[config.mk]
export PLATFORM = sky130hd
export DESIGN_NAME = hpt_port
export DESIGN_NICKNAME = d
export VERILOG_FILES = /design/src/design/hpt_port.v
export VERILOG_INCLUDE_DIRS = /design/src /design/src/design
export SDC_FILE = /design/constraint.sdc
export NUM_CORES = 1
export LEC_CHECK = 0
export BUFFER_PORTS_ARGS = -buffer_cell sky130_fd_sc_hd__buf_2
export CAP_MARGIN = 20
export CORE_MARGIN = 3
export CORE_UTILIZATION = 51
export CTS_CLUSTER_DIAMETER = 50
export DETAILED_ROUTE_END_ITERATION = 8
export GPL_TIMING_DRIVEN = 0
export PLACE_DENSITY = 0.76
export SLEW_MARGIN = 15
export SYNTH_ARGS = -nofsm -noshare
export SYNTH_HDL_FRONTEND = slang
export SYNTH_SLANG_ARGS = --single-unit
[constraint.sdc]
create_clock -name i_clk -period 8.7 [get_ports i_clk]
set_input_delay 1.74 -clock i_clk [delete_from_list [all_inputs] [get_ports i_clk]]
set_output_delay 1.74 -clock i_clk [all_outputs]
set_load 0.01 [all_outputs]
[src/design/hpt_regs.vh]
// constants for the multiplexed wide host bus port
// assumes a 125 MHz core clock and an 8 bit decoded address space
`ifndef HPT_REGS_VH
`define HPT_REGS_VH
// address decode
`define HPT_ADDR_W 8
`define HPT_REGION_FIFO 2'b10
`define HPT_REGION_TOP 2'b11
// counter locations inside the normal region (word aligned)
`define HPT_ZCNT_WORD 6'h01
`define HPT_FCNT_WORD 6'h03
// long read strobe for the top region, in core clocks
`define HPT_TOP_RD_CLK 5
// reset values
`define HPT_ADDR_RST 8'h00
`define HPT_ZCNT_RST 32'h0000_0000
`define HPT_FCNT_RST 16'h0000
`endif

[src/design/hpt_port.v]
// host bus port, multiplexed address/data, 8/16/32 bit byte lanes,
// with a small transmit fifo in front of the fifo-data sink.
// assumes all pin inputs are already synchronous to i_clk.
`timescale 1ns/1ps
`include "hpt_regs.vh"

////////////////////////////////////////////////////////////////////////////////
// show-ahead fifo; the output stage is a register so the head is a flop
module hpt_fifo #(
    parameter WIDTH = 36,
    parameter DEPTH = 4,
    parameter AW = 2
) (
    input wire i_clk,
    input wire i_reset_n,
    input wire i_valid,
    output wire o_ready,
    input wire [WIDTH-1:0] i_data,
    output reg o_valid,
    input wire i_ready,
    output reg [WIDTH-1:0] o_data
);
    reg [WIDTH-1:0] mem_ff [0:DEPTH-1];
    reg [AW-1:0] wr_ptr_ff;
    reg [AW-1:0] rd_ptr_ff;
    reg [AW:0] count_ff;
    wire push;
    wire pop;
    wire load;

    assign o_ready = (count_ff != DEPTH[AW:0]);
    assign push = i_valid && o_ready;
    // head register refills whenever it is empty or being taken
    assign load = (count_ff != {(AW+1){1'b0}}) && (!o_valid || i_ready);
    assign pop = load;

    // storage array needs no reset
    always @(posedge i_clk) begin
        if (push) begin
            mem_ff[wr_ptr_ff] <= i_data;
        end
    end

    // pointers, fill level and head register
    always @(posedge i_clk or negedge i_reset_n) begin
        if (!i_reset_n) begin
            wr_ptr_ff <= {AW{1'b0}};
            rd_ptr_ff <= {AW{1'b0}};
            count_ff <= {(AW+1){1'b0}};
            o_valid <= 1'b0;
            o_data <= {WIDTH{1'b0}};
        end else begin
            if (push) begin
                wr_ptr_ff <= wr_ptr_ff + 1'b1;
            end
            if (pop) begin
                rd_ptr_ff <= rd_ptr_ff + 1'b1;
                o_data <= mem_ff[rd_ptr_ff];
            end
            if (push && !pop) begin
                count_ff <= count_ff + 1'b1;
            end else if (pop && !push) begin
                count_ff <= count_ff - 1'b1;
            end
            if (load) begin
                o_valid <= 1'b1;
            end else if (i_ready) begin
                o_valid <= 1'b0;
            end
        end
    end
endmodule // hpt_fifo

////////////////////////////////////////////////////////////////////////////////
module hpt_port #(
    parameter FIFO_DEPTH = 4,
    parameter FIFO_AW = 2
) (
    input wire i_clk,
    input wire i_reset_n,
    input wire i_ale,
    input wire i_cs_n,
    input wire i_rd_n,
    input wire i_wr_n,
    input wire [3:0] i_lane_enable_n,
    input wire [31:0] i_ad,
    output reg [31:0] o_ad,
    output reg [3:0] o_ad_oe,
    output reg o_fifo_full,
    output reg o_reg_wr,
    output reg o_reg_rd,
    output reg [7:0] o_reg_addr,
    output reg [7:0] o_reg_wdata,
    input wire [7:0] i_reg_rdata,
    input wire [31:0] i_rx_data,
    output reg o_rx_pop,
    output reg [3:0] o_rx_lanes,
    output wire o_tx_valid,
    output wire [31:0] o_tx_data,
    output wire [3:0] o_tx_lanes,
    input wire i_tx_ready
);
    reg [7:0] addr_ff;
    reg [31:0] wdata_ff;
    reg [3:0] wlanes_ff;
    reg wr_prev_ff;
    reg rd_prev_ff;
    reg [2:0] rd_cnt_ff;
    reg [31:0] zcnt_ff;
    reg [15:0] fcnt_ff;
    reg [31:0] nxt_ad;
    reg [3:0] nxt_oe;
    reg [7:0] wbyte;
    reg [2:0] nbytes;
    wire rd_act;
    wire wr_act;
    wire wr_end;
    wire rd_end;
    wire in_fifo;
    wire in_top;
    wire is_zcnt;
    wire is_fcnt;
    wire fifo_ready;
    wire fifo_push;
    wire [35:0] fifo_out;
    integer k;
    integer kw;
    integer kn;

    ////////////////////////////////////////////////////////////////////////////
    // strobes: chip select is folded into each direction
    assign rd_act = !i_cs_n && !i_rd_n && i_wr_n;
    assign wr_act = !i_cs_n && !i_wr_n;
    assign wr_end = wr_prev_ff && !wr_act;
    assign rd_end = rd_prev_ff && !rd_act;
    assign in_fifo = (addr_ff[7:6] == `HPT_REGION_FIFO);
    assign in_top = (addr_ff[7:6] == `HPT_REGION_TOP);
    assign is_zcnt = !addr_ff[7] && (addr_ff[7:2] == `HPT_ZCNT_WORD);
    assign is_fcnt = !addr_ff[7] && (addr_ff[7:2] == `HPT_FCNT_WORD);
    // a full fifo refuses the push; the busy pin tells the host to back off
    assign fifo_push = wr_end && in_fifo && (wlanes_ff != 4'h0);

    // address phase; the upper 24 lines are never looked at
    always @(posedge i_clk or negedge i_reset_n) begin
        if (!i_reset_n) begin
            addr_ff <= `HPT_ADDR_RST;
        end else if (i_ale) begin
            addr_ff <= i_ad[7:0];
        end
        // no else: address held for repeated data phases
    end

    ////////////////////////////////////////////////////////////////////////////
    // write data phase: lanes sampled while the strobe is low, so the value
    // present just before the trailing edge is what gets used
    always @(posedge i_clk or negedge i_reset_n) begin
        if (!i_reset_n) begin
            wdata_ff <= 32'h0000_0000;
            wlanes_ff <= 4'h0;
            wr_prev_ff <= 1'b0;
        end else begin
            wr_prev_ff <= wr_act;
            if (wr_act) begin
                wlanes_ff <= ~i_lane_enable_n;
                for (kw = 0; kw < 4; kw = kw + 1) begin
                    if (!i_lane_enable_n[kw]) begin
                        wdata_ff[kw*8 +: 8] <= i_ad[kw*8 +: 8];
                    end
                end
            end
        end
    end

    // byte for a single-lane register write: lane named by address bits
    always @* begin
        wbyte = wdata_ff[{addr_ff[1:0], 3'b000} +: 8];
    end

    // register write pulse at the trailing edge; fifo region goes to the fifo
    always @(posedge i_clk or negedge i_reset_n) begin
        if (!i_reset_n) begin
            o_reg_wr <= 1'b0;
            o_reg_wdata <= 8'h00;
            o_reg_addr <= `HPT_ADDR_RST;
        end else begin
            o_reg_wr <= wr_end && !in_fifo && wlanes_ff[addr_ff[1:0]];
            if (wr_end || (rd_act && !rd_prev_ff)) begin
                o_reg_addr <= addr_ff;
            end
            if (wr_end) begin
                o_reg_wdata <= wbyte;
            end
        end
    end

    ////////////////////////////////////////////////////////////////////////////
    // transmit fifo: one entry holds a word plus its lane mask
    hpt_fifo #(
        .WIDTH(36),
        .DEPTH(FIFO_DEPTH),
        .AW(FIFO_AW)
    ) u_fifo (
        .i_clk(i_clk),
        .i_reset_n(i_reset_n),
        .i_valid(fifo_push),
        .o_ready(fifo_ready),
        .i_data({wlanes_ff, wdata_ff}),
        .o_valid(o_tx_valid),
        .i_ready(i_tx_ready),
        .o_data(fifo_out)
    );
    assign o_tx_data = fifo_out[31:0];
    assign o_tx_lanes = fifo_out[35:32];

    // count of bytes pushed per enabled lane
    always @* begin
        nbytes = 3'd0;
        for (kn = 0; kn < 4; kn = kn + 1) begin
            nbytes = nbytes + {2'b00, wlanes_ff[kn]};
        end
    end

    // z-counter counts accepted bytes, f-counter counts drained words
    always @(posedge i_clk or negedge i_reset_n) begin
        if (!i_reset_n) begin
            zcnt_ff <= `HPT_ZCNT_RST;
            fcnt_ff <= `HPT_FCNT_RST;
            o_fifo_full <= 1'b0;
        end else begin
            if (fifo_push && fifo_ready) begin
                zcnt_ff <= zcnt_ff + {29'h0, nbytes};
            end
            if (o_tx_valid && i_tx_ready) begin
                fcnt_ff <= fcnt_ff + 16'h0001;
            end
            o_fifo_full <= !fifo_ready;
        end
    end

    ////////////////////////////////////////////////////////////////////////////
    // read data and lane drivers; counters and fifo allow wide reads,
    // f-counter only the low half, anything else only its own lane
    always @* begin
        nxt_ad = 32'h0000_0000;
        nxt_oe = 4'h0;
        for (k = 0; k < 4; k = k + 1) begin
            if (in_fifo) begin
                nxt_ad[k*8 +: 8] = i_rx_data[k*8 +: 8];
                nxt_oe[k] = 1'b1;
            end else if (is_zcnt) begin
                nxt_ad[k*8 +: 8] = zcnt_ff[k*8 +: 8];
                nxt_oe[k] = 1'b1;
            end else if (is_fcnt) begin
                nxt_ad[k*8 +: 8] = (k < 2) ? fcnt_ff[(k%2)*8 +: 8] : 8'h00;
                nxt_oe[k] = (k < 2);
            end else begin
                nxt_ad[k*8 +: 8] = i_reg_rdata;
                nxt_oe[k] = (addr_ff[1:0] == k[1:0]);
            end
            // drive only under an enabled lane and a live read strobe
            nxt_oe[k] = nxt_oe[k] && rd_act && !i_lane_enable_n[k];
        end
        // top region data is not ready until the strobe is long enough
        if (in_top && (rd_cnt_ff < `HPT_TOP_RD_CLK - 1)) begin
            nxt_ad = 32'h0000_0000;
        end
    end

    // output stage, strobe length counter, end-of-read fifo pop
    always @(posedge i_clk or negedge i_reset_n) begin
        if (!i_reset_n) begin
            o_ad <= 32'h0000_0000;
            o_ad_oe <= 4'h0;
            rd_prev_ff <= 1'b0;
            rd_cnt_ff <= 3'd0;
            o_reg_rd <= 1'b0;
            o_rx_pop <= 1'b0;
            o_rx_lanes <= 4'h0;
        end else begin
            o_ad <= nxt_ad;
            o_ad_oe <= nxt_oe;
            rd_prev_ff <= rd_act;
            if (!rd_act) begin
                rd_cnt_ff <= 3'd0;
            end else if (rd_cnt_ff != 3'd7) begin
                rd_cnt_ff <= rd_cnt_ff + 3'd1;
            end
            // all enables high is no access: no read side effects at all
            o_reg_rd <= rd_act && !rd_prev_ff && !in_fifo && (i_lane_enable_n != 4'hf);
            o_rx_pop <= rd_end && in_fifo && (o_rx_lanes != 4'h0);
            if (rd_act) begin
                o_rx_lanes <= ~i_lane_enable_n;
            end
        end
    end
endmodule // hpt_port

==> metrics, run 1 <==
outcome finished clean; RePlAce Congestion roughly 0.85; Remaining Overflow, GRT 0; port bufs about 180; P&R area growth vs syn 19.7%; CTS tree built; Final Hold Fails 0; Startpoint Class primary input; multiplexer area fraction after synthesis 0.162; RSZ-0062 raised after global routing no; Required @ worst endpoint 9110 ps; post-route antenna net violation count 0; DR pass1 iterations 5; fin nets between 1000 and 1500; Core Util, Final 0.629; internal power around 0.0034 W; Mapped Avg Cell Area between 15 and 20 sq um; share of total power in combinational logic 0.213; Die Wd 171 um; max-slew violation count 0; WHS Path Cells 1; initial core utilization 0.525; synthesis warning total 0; pre-CTS WS approximately 3800 ps; PnR worst setup slack 4360 ps; setup tns final 0 ps; net switching fraction of the power 0.281; Tcrit/Tclk final 0.498; GR Util All Layers 0.223; Num CTS Buffers 37; Layout Skew around 22 ps; Post-synth top flop dfrtp_1; FF-to-FF path depth 9; standard-cell rows 59; asr flop ratio synth 0.583; HP Class reg2reg; Crit Path Max Fanout 10; Clock Pin Slew Worst Setup and Hold Paths roughly 70 ps; initial antenna violation count 1; Flop pwr share 0.454; Final min period ~4300 ps; Fill cells between 1500 and 2000; Post-Synth XOR/XNOR Area 0.0333; Die Ht roughly 170 um; global-route wire length before repair about 50 mm; Finished Layout Cells ~1500; Setup Crit Path Kind in2reg; syn_nets a little under 1000; worst slew pin tran between 900 and 1000 ps; Detail Placement HPWL approximately 22 mm; Cells after Synth approximately 890; Yosys reg bits between 300 and 400; Post-CTS Setup Inserts 0; routed vias 8375; Mapped Area around 14000 sq um; H-Tree Depth 2; area occupied by multi-input gates about 4300 sq um; drt wl/cell about 22 um; sequential area share after synthesis 0.674; root buffer selected by CTS clkbuf_16; vias in the first global route 8701; Crit path arrival time between 4000 and 5000 ps; Power Dens Cells roughly 290 nW/um^2; slew margin rel. 0.344; DRT Wirelength between 30 and 40 mm; R2R Setup Slk between 5000 and 6000 ps; static leakage 6.92 nW; pin count of the biggest net entering global routing around 100; Switch Pwr 0.00133 W; I/O Pins 180; # diodes 0; CTS Hold Bufs 0; Synth Area in Simple Gates 0.0615; worst-case clock buffer depth 3; clk_lat worst skew around 540 ps; number of synthesized flops with an enable pin 144; setup violators final 0; Max VDD drop ~0.00015 V; residual DRC count 0; post-cts sizing count 0; Distinct cells, synth 40; Core Region around 26000 sq um; Critical Path Sink Type flop; vias per cell 5.69; dpl cells about 1400; main combinational cell family by area after synthesis multiplexers; max_cap viols 0; post-synthesis adder-cell area fraction 0.0148; share of cells above drive strength 1 0.347; FF/Latch Area just over 9000 sq um; Die Area ~30000 sq um; highest clock rate around 230 MHz; clock power share 0.333; Synth Area in Compound Gates 0.0393; CTS sink cnt between 300 and 400; Iteration-0 DRC Markers about 650
==> final cells by class <==
type	count	area share
multi-input cells	485	0.261
inverters	17	0.00384
repair buffers	185	0.0633
clock inverters	22	0.0136
clock buffers	45	0.0612
flip-flops and latches	345	0.563
plain buffers	39	0.00889
well taps	335	0.0252
==> cell usage after synthesis (17+ instances only) <==
| master | instances | area [sq um] |
|---|---|---|
| a21oi_1 | 30 | 150 |
| clkbuf_1 | 33 | 124 |
| dfrtp_1 | 201 | 5030 |
| edfxtp_1 | 144 | 4320 |
| mux2_2 | 94 | 1060 |
| mux2i_1 | 18 | 180 |
| mux4_2 | 45 | 1010 |
| nand2_1 | 48 | 180 |
| nor2_1 | 47 | 176 |
| nor3_1 | 17 | 85.1 |
| o21ai_0 | 24 | 120 |
| xnor2_1 | 33 | 289 |
| xor2_1 | 18 | 158 |
==> flip-flops by register name, summed over array words and instances, names as in the netlist, 16 cells and up <==
register       flops
u_fifo.mem_ff    144
fcnt_ff           16
zcnt_ff           32
o_ad              32
u_fifo.o_data     36
wdata_ff          32
==> per-stage QoR <==
| stage | cell area, sq um | power [W] | hold WS [ps] |
|---|---|---|---|
| finish | 16600 | 0.00474 | 475 |
| global route | 16600 | 0.00496 | 491 |
| CTS | 16600 | 0.00478 | 477 |
| detailed placement | 15400 | 0.00319 | 468 |
| global placement | 15200 | 0.00315 | 465 |
| floorplan | 13900 | 0.00278 | 445 |
==> worst max-delay path, stage by stage <==
cell      delay [ps]
buf_2            100
inv_1             40
a21oi_1          590
clkbuf_1         580
buf_1            590
inv_1            100
ha_1             250
inv_1             80
fa_1             410
mux2_2           260
==> placed cells by master (no fill, tap or decap), types with 4 or more instances in the layout <==
cell type,instances
dfrtp_1,201
ha_1,10
clkinv_1,5
edfxtp_1,144
xnor2_1,33
xor2_1,18
a21o_1,10
a211o_1,16
fa_1,4
mux2i_1,18
mux2_2,94
o21ai_0,24
clkbuf_1,36
inv_1,16
clkinv_2,8
nand4_1,10
mux4_2,45
and2_2,4
nor2_1,47
clkbuf_16,38
and3_1,7
nor3_1,17
a221oi_1,4
buf_2,178
and4_1,6
nand2b_1,5
buf_1,5
nand3_1,14
a21oi_1,30
clkbuf_8,4
nand2_1,48
==> path summary, 6_finish.rpt <==
check                                   start                 end
max                                i_tx_ready  u_fifo.count_ff[1]
min in group asynchronous           i_reset_n   u_fifo.o_data[25]
min                               fcnt_ff[15]         fcnt_ff[15]
max reg2reg                u_fifo.count_ff[0]  u_fifo.count_ff[1]
min reg2reg                       fcnt_ff[15]         fcnt_ff[15]
max in group asynchronous           i_reset_n            o_ad[10]
==> routing by layer <==
metal	up-vias	routed length, um	GRT usage
met1	4267	13000	0.298
met4	2	948	0.0745
met3	73	1900	0.0404
met5	-	13	0
li1	3718	-	-
met2	315	16100	0.373
==> cells by family (layout without fill, tap and decap cells) <==
kind of cell             Yosys count  in the layout
multiplexers                     157            157
AND/OR/NAND/NOR                  175            175
flip-flops                       345            345
AO/OA/AOI/OAI                     87             87
XOR/XNOR                          52             52
buffers and inverters             56            308
adder cells (fa/ha/maj)           14             14
==> power by group through the flow <==
stage	sequential (W)	clock (W)	combinational [W]
after floorplan	0.00218	0	0.000597
after global placement	0.00217	0	0.000984
after detailed placement	0.00218	0	0.00101
after CTS	0.00215	0.00160	0.00103
after global routing	0.00218	0.00168	0.00110
final	0.00215	0.00158	0.00101
No activity file was read; power rests on OpenSTA's default activity.
==> run 2, diff against run 1 <==
--- a/config.mk
+++ b/config.mk
@@ -6,6 +6,7 @@
 export SDC_FILE = /design/constraint.sdc
 export NUM_CORES = 1
 export LEC_CHECK = 0
+export ABC_AREA = 1
 export BUFFER_PORTS_ARGS = -buffer_cell sky130_fd_sc_hd__buf_2
 export CAP_MARGIN = 20
 export CORE_MARGIN = 3
@@ -13,7 +14,7 @@
 export CTS_CLUSTER_DIAMETER = 50
 export DETAILED_ROUTE_END_ITERATION = 8
 export GPL_TIMING_DRIVEN = 0
-export PLACE_DENSITY = 0.76
+export PLACE_DENSITY = 0.75
 export SLEW_MARGIN = 15
 export SYNTH_ARGS = -nofsm -noshare
 export SYNTH_HDL_FRONTEND = slang
==> constraint.sdc (replaced) <==
create_clock -name i_clk -period 4.1 [get_ports i_clk]
set_input_delay 0.82 -clock i_clk [delete_from_list [all_inputs] [get_ports i_clk]]
set_output_delay 0.82 -clock i_clk [all_outputs]
set_load 0.01 [all_outputs]
==> run 2 against run 1 <==
Effect of this change:
- clock skew fell by 7.1 ps
- first-iteration DRC count rose by 76%
- routed wire length rose by 17%
- clock power rose by 120%
- critical endpoint is now zcnt_ff[22]
- largest cell class unchanged
==> metrics, run 2 <==
outcome finished clean; Cells after Synth 1445 (+63%); slew margin rel. 0.364 (+0.0197); post-route antenna net violation count 0 (unchanged); area share of the largest cell type after synthesis 0.344 (-0.0187); Tcrit/Tclk final 0.693; syn_nets 1542 (+57%); max_cap viols 0 (unchanged); Crit path arrival time 3250 ps (-1500 ps); Die Wd 175 um (+2.6%); Mapped Area 14600 sq um (+5.5%); drt wl/cell 18.0 um (-17%); CTS Hold Bufs 0 (unchanged); Remaining Overflow, GRT 0 (unchanged); vias in the first global route 11333 (+30%); Switch Pwr 0.00345 W (+160%); static leakage 7.47 nW (+7.9%); Iteration-0 DRC Markers 1139 (+76%); most frequent cells in the layout 295 x nor2_1, 251 x nand2_1, 201 x dfrtp_1, 188 x buf_2, 146 x o21ai_0; DR pass1 iterations 5 (unchanged); commonest non-fill, non-tap cell in the layout nor2_1; post-cts sizing count 0 (unchanged); RePlAce Congestion 0.943 (+11%); Die Area 30800 sq um (+5.3%); Layout Skew 14.4 ps (-7.12 ps); Detail Placement HPWL 27.7 mm (+25%); Core Region 28000 sq um (+6.0%); worst-case clock buffer depth 3 (unchanged); Flop pwr share 0.435 (-0.019); Final Hold Fails 0 (unchanged); Clock Pin Slew Worst Setup and Hold Paths 60 ps (about the same); most common cell in the netlist nor2_1; max-slew violation count 0 (unchanged); Crit Path Max Fanout 6 (-4); Mapped Avg Cell Area 10.1 sq um (-35%); sequential area share after synthesis 0.639 (-0.0348); Post-synth top flop dfrtp_1; post-synth top area cell dfrtp_1; initial antenna violation count 1 (unchanged); setup violators final 0 (unchanged); Critical Path Sink Type flop; Finished Layout Cells 2079 (+41%); number of synthesized flops with an enable pin 144 (unchanged); Die Ht 175 um (+2.6%); Final min period between 2000 and 3000 ps; pin count of the biggest net entering global routing 82 (-20%); highest clock rate about 350 MHz; root buffer selected by CTS clkbuf_16; Num CTS Buffers 39 (+5.4%); share of total power in combinational logic 0.239 (+0.026); GR Util All Layers 0.247 (+0.0243); Power Dens Cells 601 nW/um^2 (+110%); dpl cells 2008 (+43%); Setup Crit Path Kind reg2reg; vias per cell 5.35 (-5.9%); Required @ worst endpoint 4510 ps (-4600 ps); Startpoint Class flop; DRT Wirelength 37.4 mm (+17%); Largest regs u_fifo.mem_ff x144, u_fifo.o_data x36; top cells by count, synth 299 x nor2_1, 251 x nand2_1, 201 x dfrtp_1; clk_lat worst skew 540 ps (about the same); top area cells in the synthesized netlist dfrtp_1 34%, edfxtp_1 30%, nor2_1 7.7%; HP Class in2async; synthesis warning total 0 (unchanged); RSZ-0062 raised after global routing no; Largest Register u_fifo.mem_ff; net switching fraction of the power 0.328 (+0.0461); internal power 0.00708 W (+110%); clock power share 0.326 (-0.007); share of cells above drive strength 1 0.189 (-0.158); standard-cell rows 61 (+3.4%); port bufs 179 (+0.56%); initial core utilization 0.523 (-0.00266); setup tns final 0 ps (unchanged); P&R area growth vs syn 19.5%; fin nets 1768 (+46%); Fill cells 2266 (+17%); Distinct cells, synth 40 (unchanged); Yosys reg bits 345 (unchanged); CTS sink cnt 345 (unchanged); Post-CTS Setup Inserts 0 (unchanged); H-Tree Depth 2 (unchanged); max FFs per register 144 (unchanged); CTS tree built; routed vias 11118 (+33%); global-route wire length before repair 60.1 mm (+21%); asr flop ratio synth 0.583 (unchanged); I/O Pins 180 (unchanged); # diodes 0 (unchanged); Max VDD drop 0.000338 V (+120%); worst slew pin tran 951 ps (-29.4 ps); residual DRC count 0 (unchanged)
==> run 2: path summary, 6_finish.rpt <==
path	from	to	slack, ps	cells after the start
setup / recovery	wlanes_ff[0]	zcnt_ff[22]	1260	10
hold / removal	i_reset_n	u_fifo.o_data[7]	180	1
setup reg to reg	wlanes_ff[0]	zcnt_ff[22]	1260	10
hold reg to reg	fcnt_ff[14]	fcnt_ff[14]	490	2
max in group asynchronous	i_reset_n	zcnt_ff[26]	2800	3
min in group i_clk	fcnt_ff[14]	fcnt_ff[14]	490	2
==> run 2: critical path, stage by stage (launching register included) <==
cell and delay, ps:
dfrtp_1 460, fa_1 580, fa_1 210, inv_1 60, fa_1 400, nor2_1 180
nand2_1 130, nor2_1 250, nand3_2 180, o21ai_0 180, nand2_1 80
==> run 2: final cells by class <==
class,instances,area (sq um),share of cell area
well taps,378,473,0.0270
clock inverters,27,259,0.0148
multi-input cells,941,4690,0.268
repair buffers,185,1070,0.0612
clock buffers,44,1020,0.0586
flip-flops and latches,345,9350,0.535
inverters,108,405,0.0232
plain buffers,51,226,0.0129
==> run 2: cells by family after synthesis <==
family,count (synthesis),share of synthesized area
AND/OR/NAND/NOR,617,0.170
flip-flops,345,0.639
AO/OA/AOI/OAI,254,0.0949
buffers and inverters,159,0.0432
multiplexers,32,0.0246
XOR/XNOR,24,0.0144
adder cells (fa/ha/maj),14,0.0140
==> run 2: layer usage <==
metal / vias up / global-route usage / share of wire
li1: 5278 / - / -
met2: 477 / 0.415 / 0.48
met5: - / 0 / 0
met3: 86 / 0.0517 / 0.080
met1: 5277 / 0.322 / 0.41
met4: 0 / 0.0841 / 0.030
==> run 2: power groups by stage <==
| stage | Clock, W | Combinational [W] | Sequential, W |
|---|---|---|---|
| after floorplan | 0 | 0.00145 | 0.00464 |
| after global placement | 0 | 0.00239 | 0.00461 |
| after detailed placement | 0 | 0.00252 | 0.00463 |
| after CTS | 0.00349 | 0.00253 | 0.00457 |
| after global routing | 0.00364 | 0.00282 | 0.00464 |
| final | 0.00343 | 0.00251 | 0.00458 |
==> run 2: per-stage QoR <==
step           power, W  area (sq um)  hold slack (ps)  worst slack, ps   util
2_1_floorplan   0.00609         14600              441              735      -
3_3_place_gp    0.00700         16000              456            -1240  0.572
3_5_place_dp    0.00714         16200              475             1110  0.579
4_1_cts          0.0106         17500              181             1250  0.625
5_1_grt          0.0111         17500              207              975  0.625
6_report         0.0105         17500              178             1260  0.625
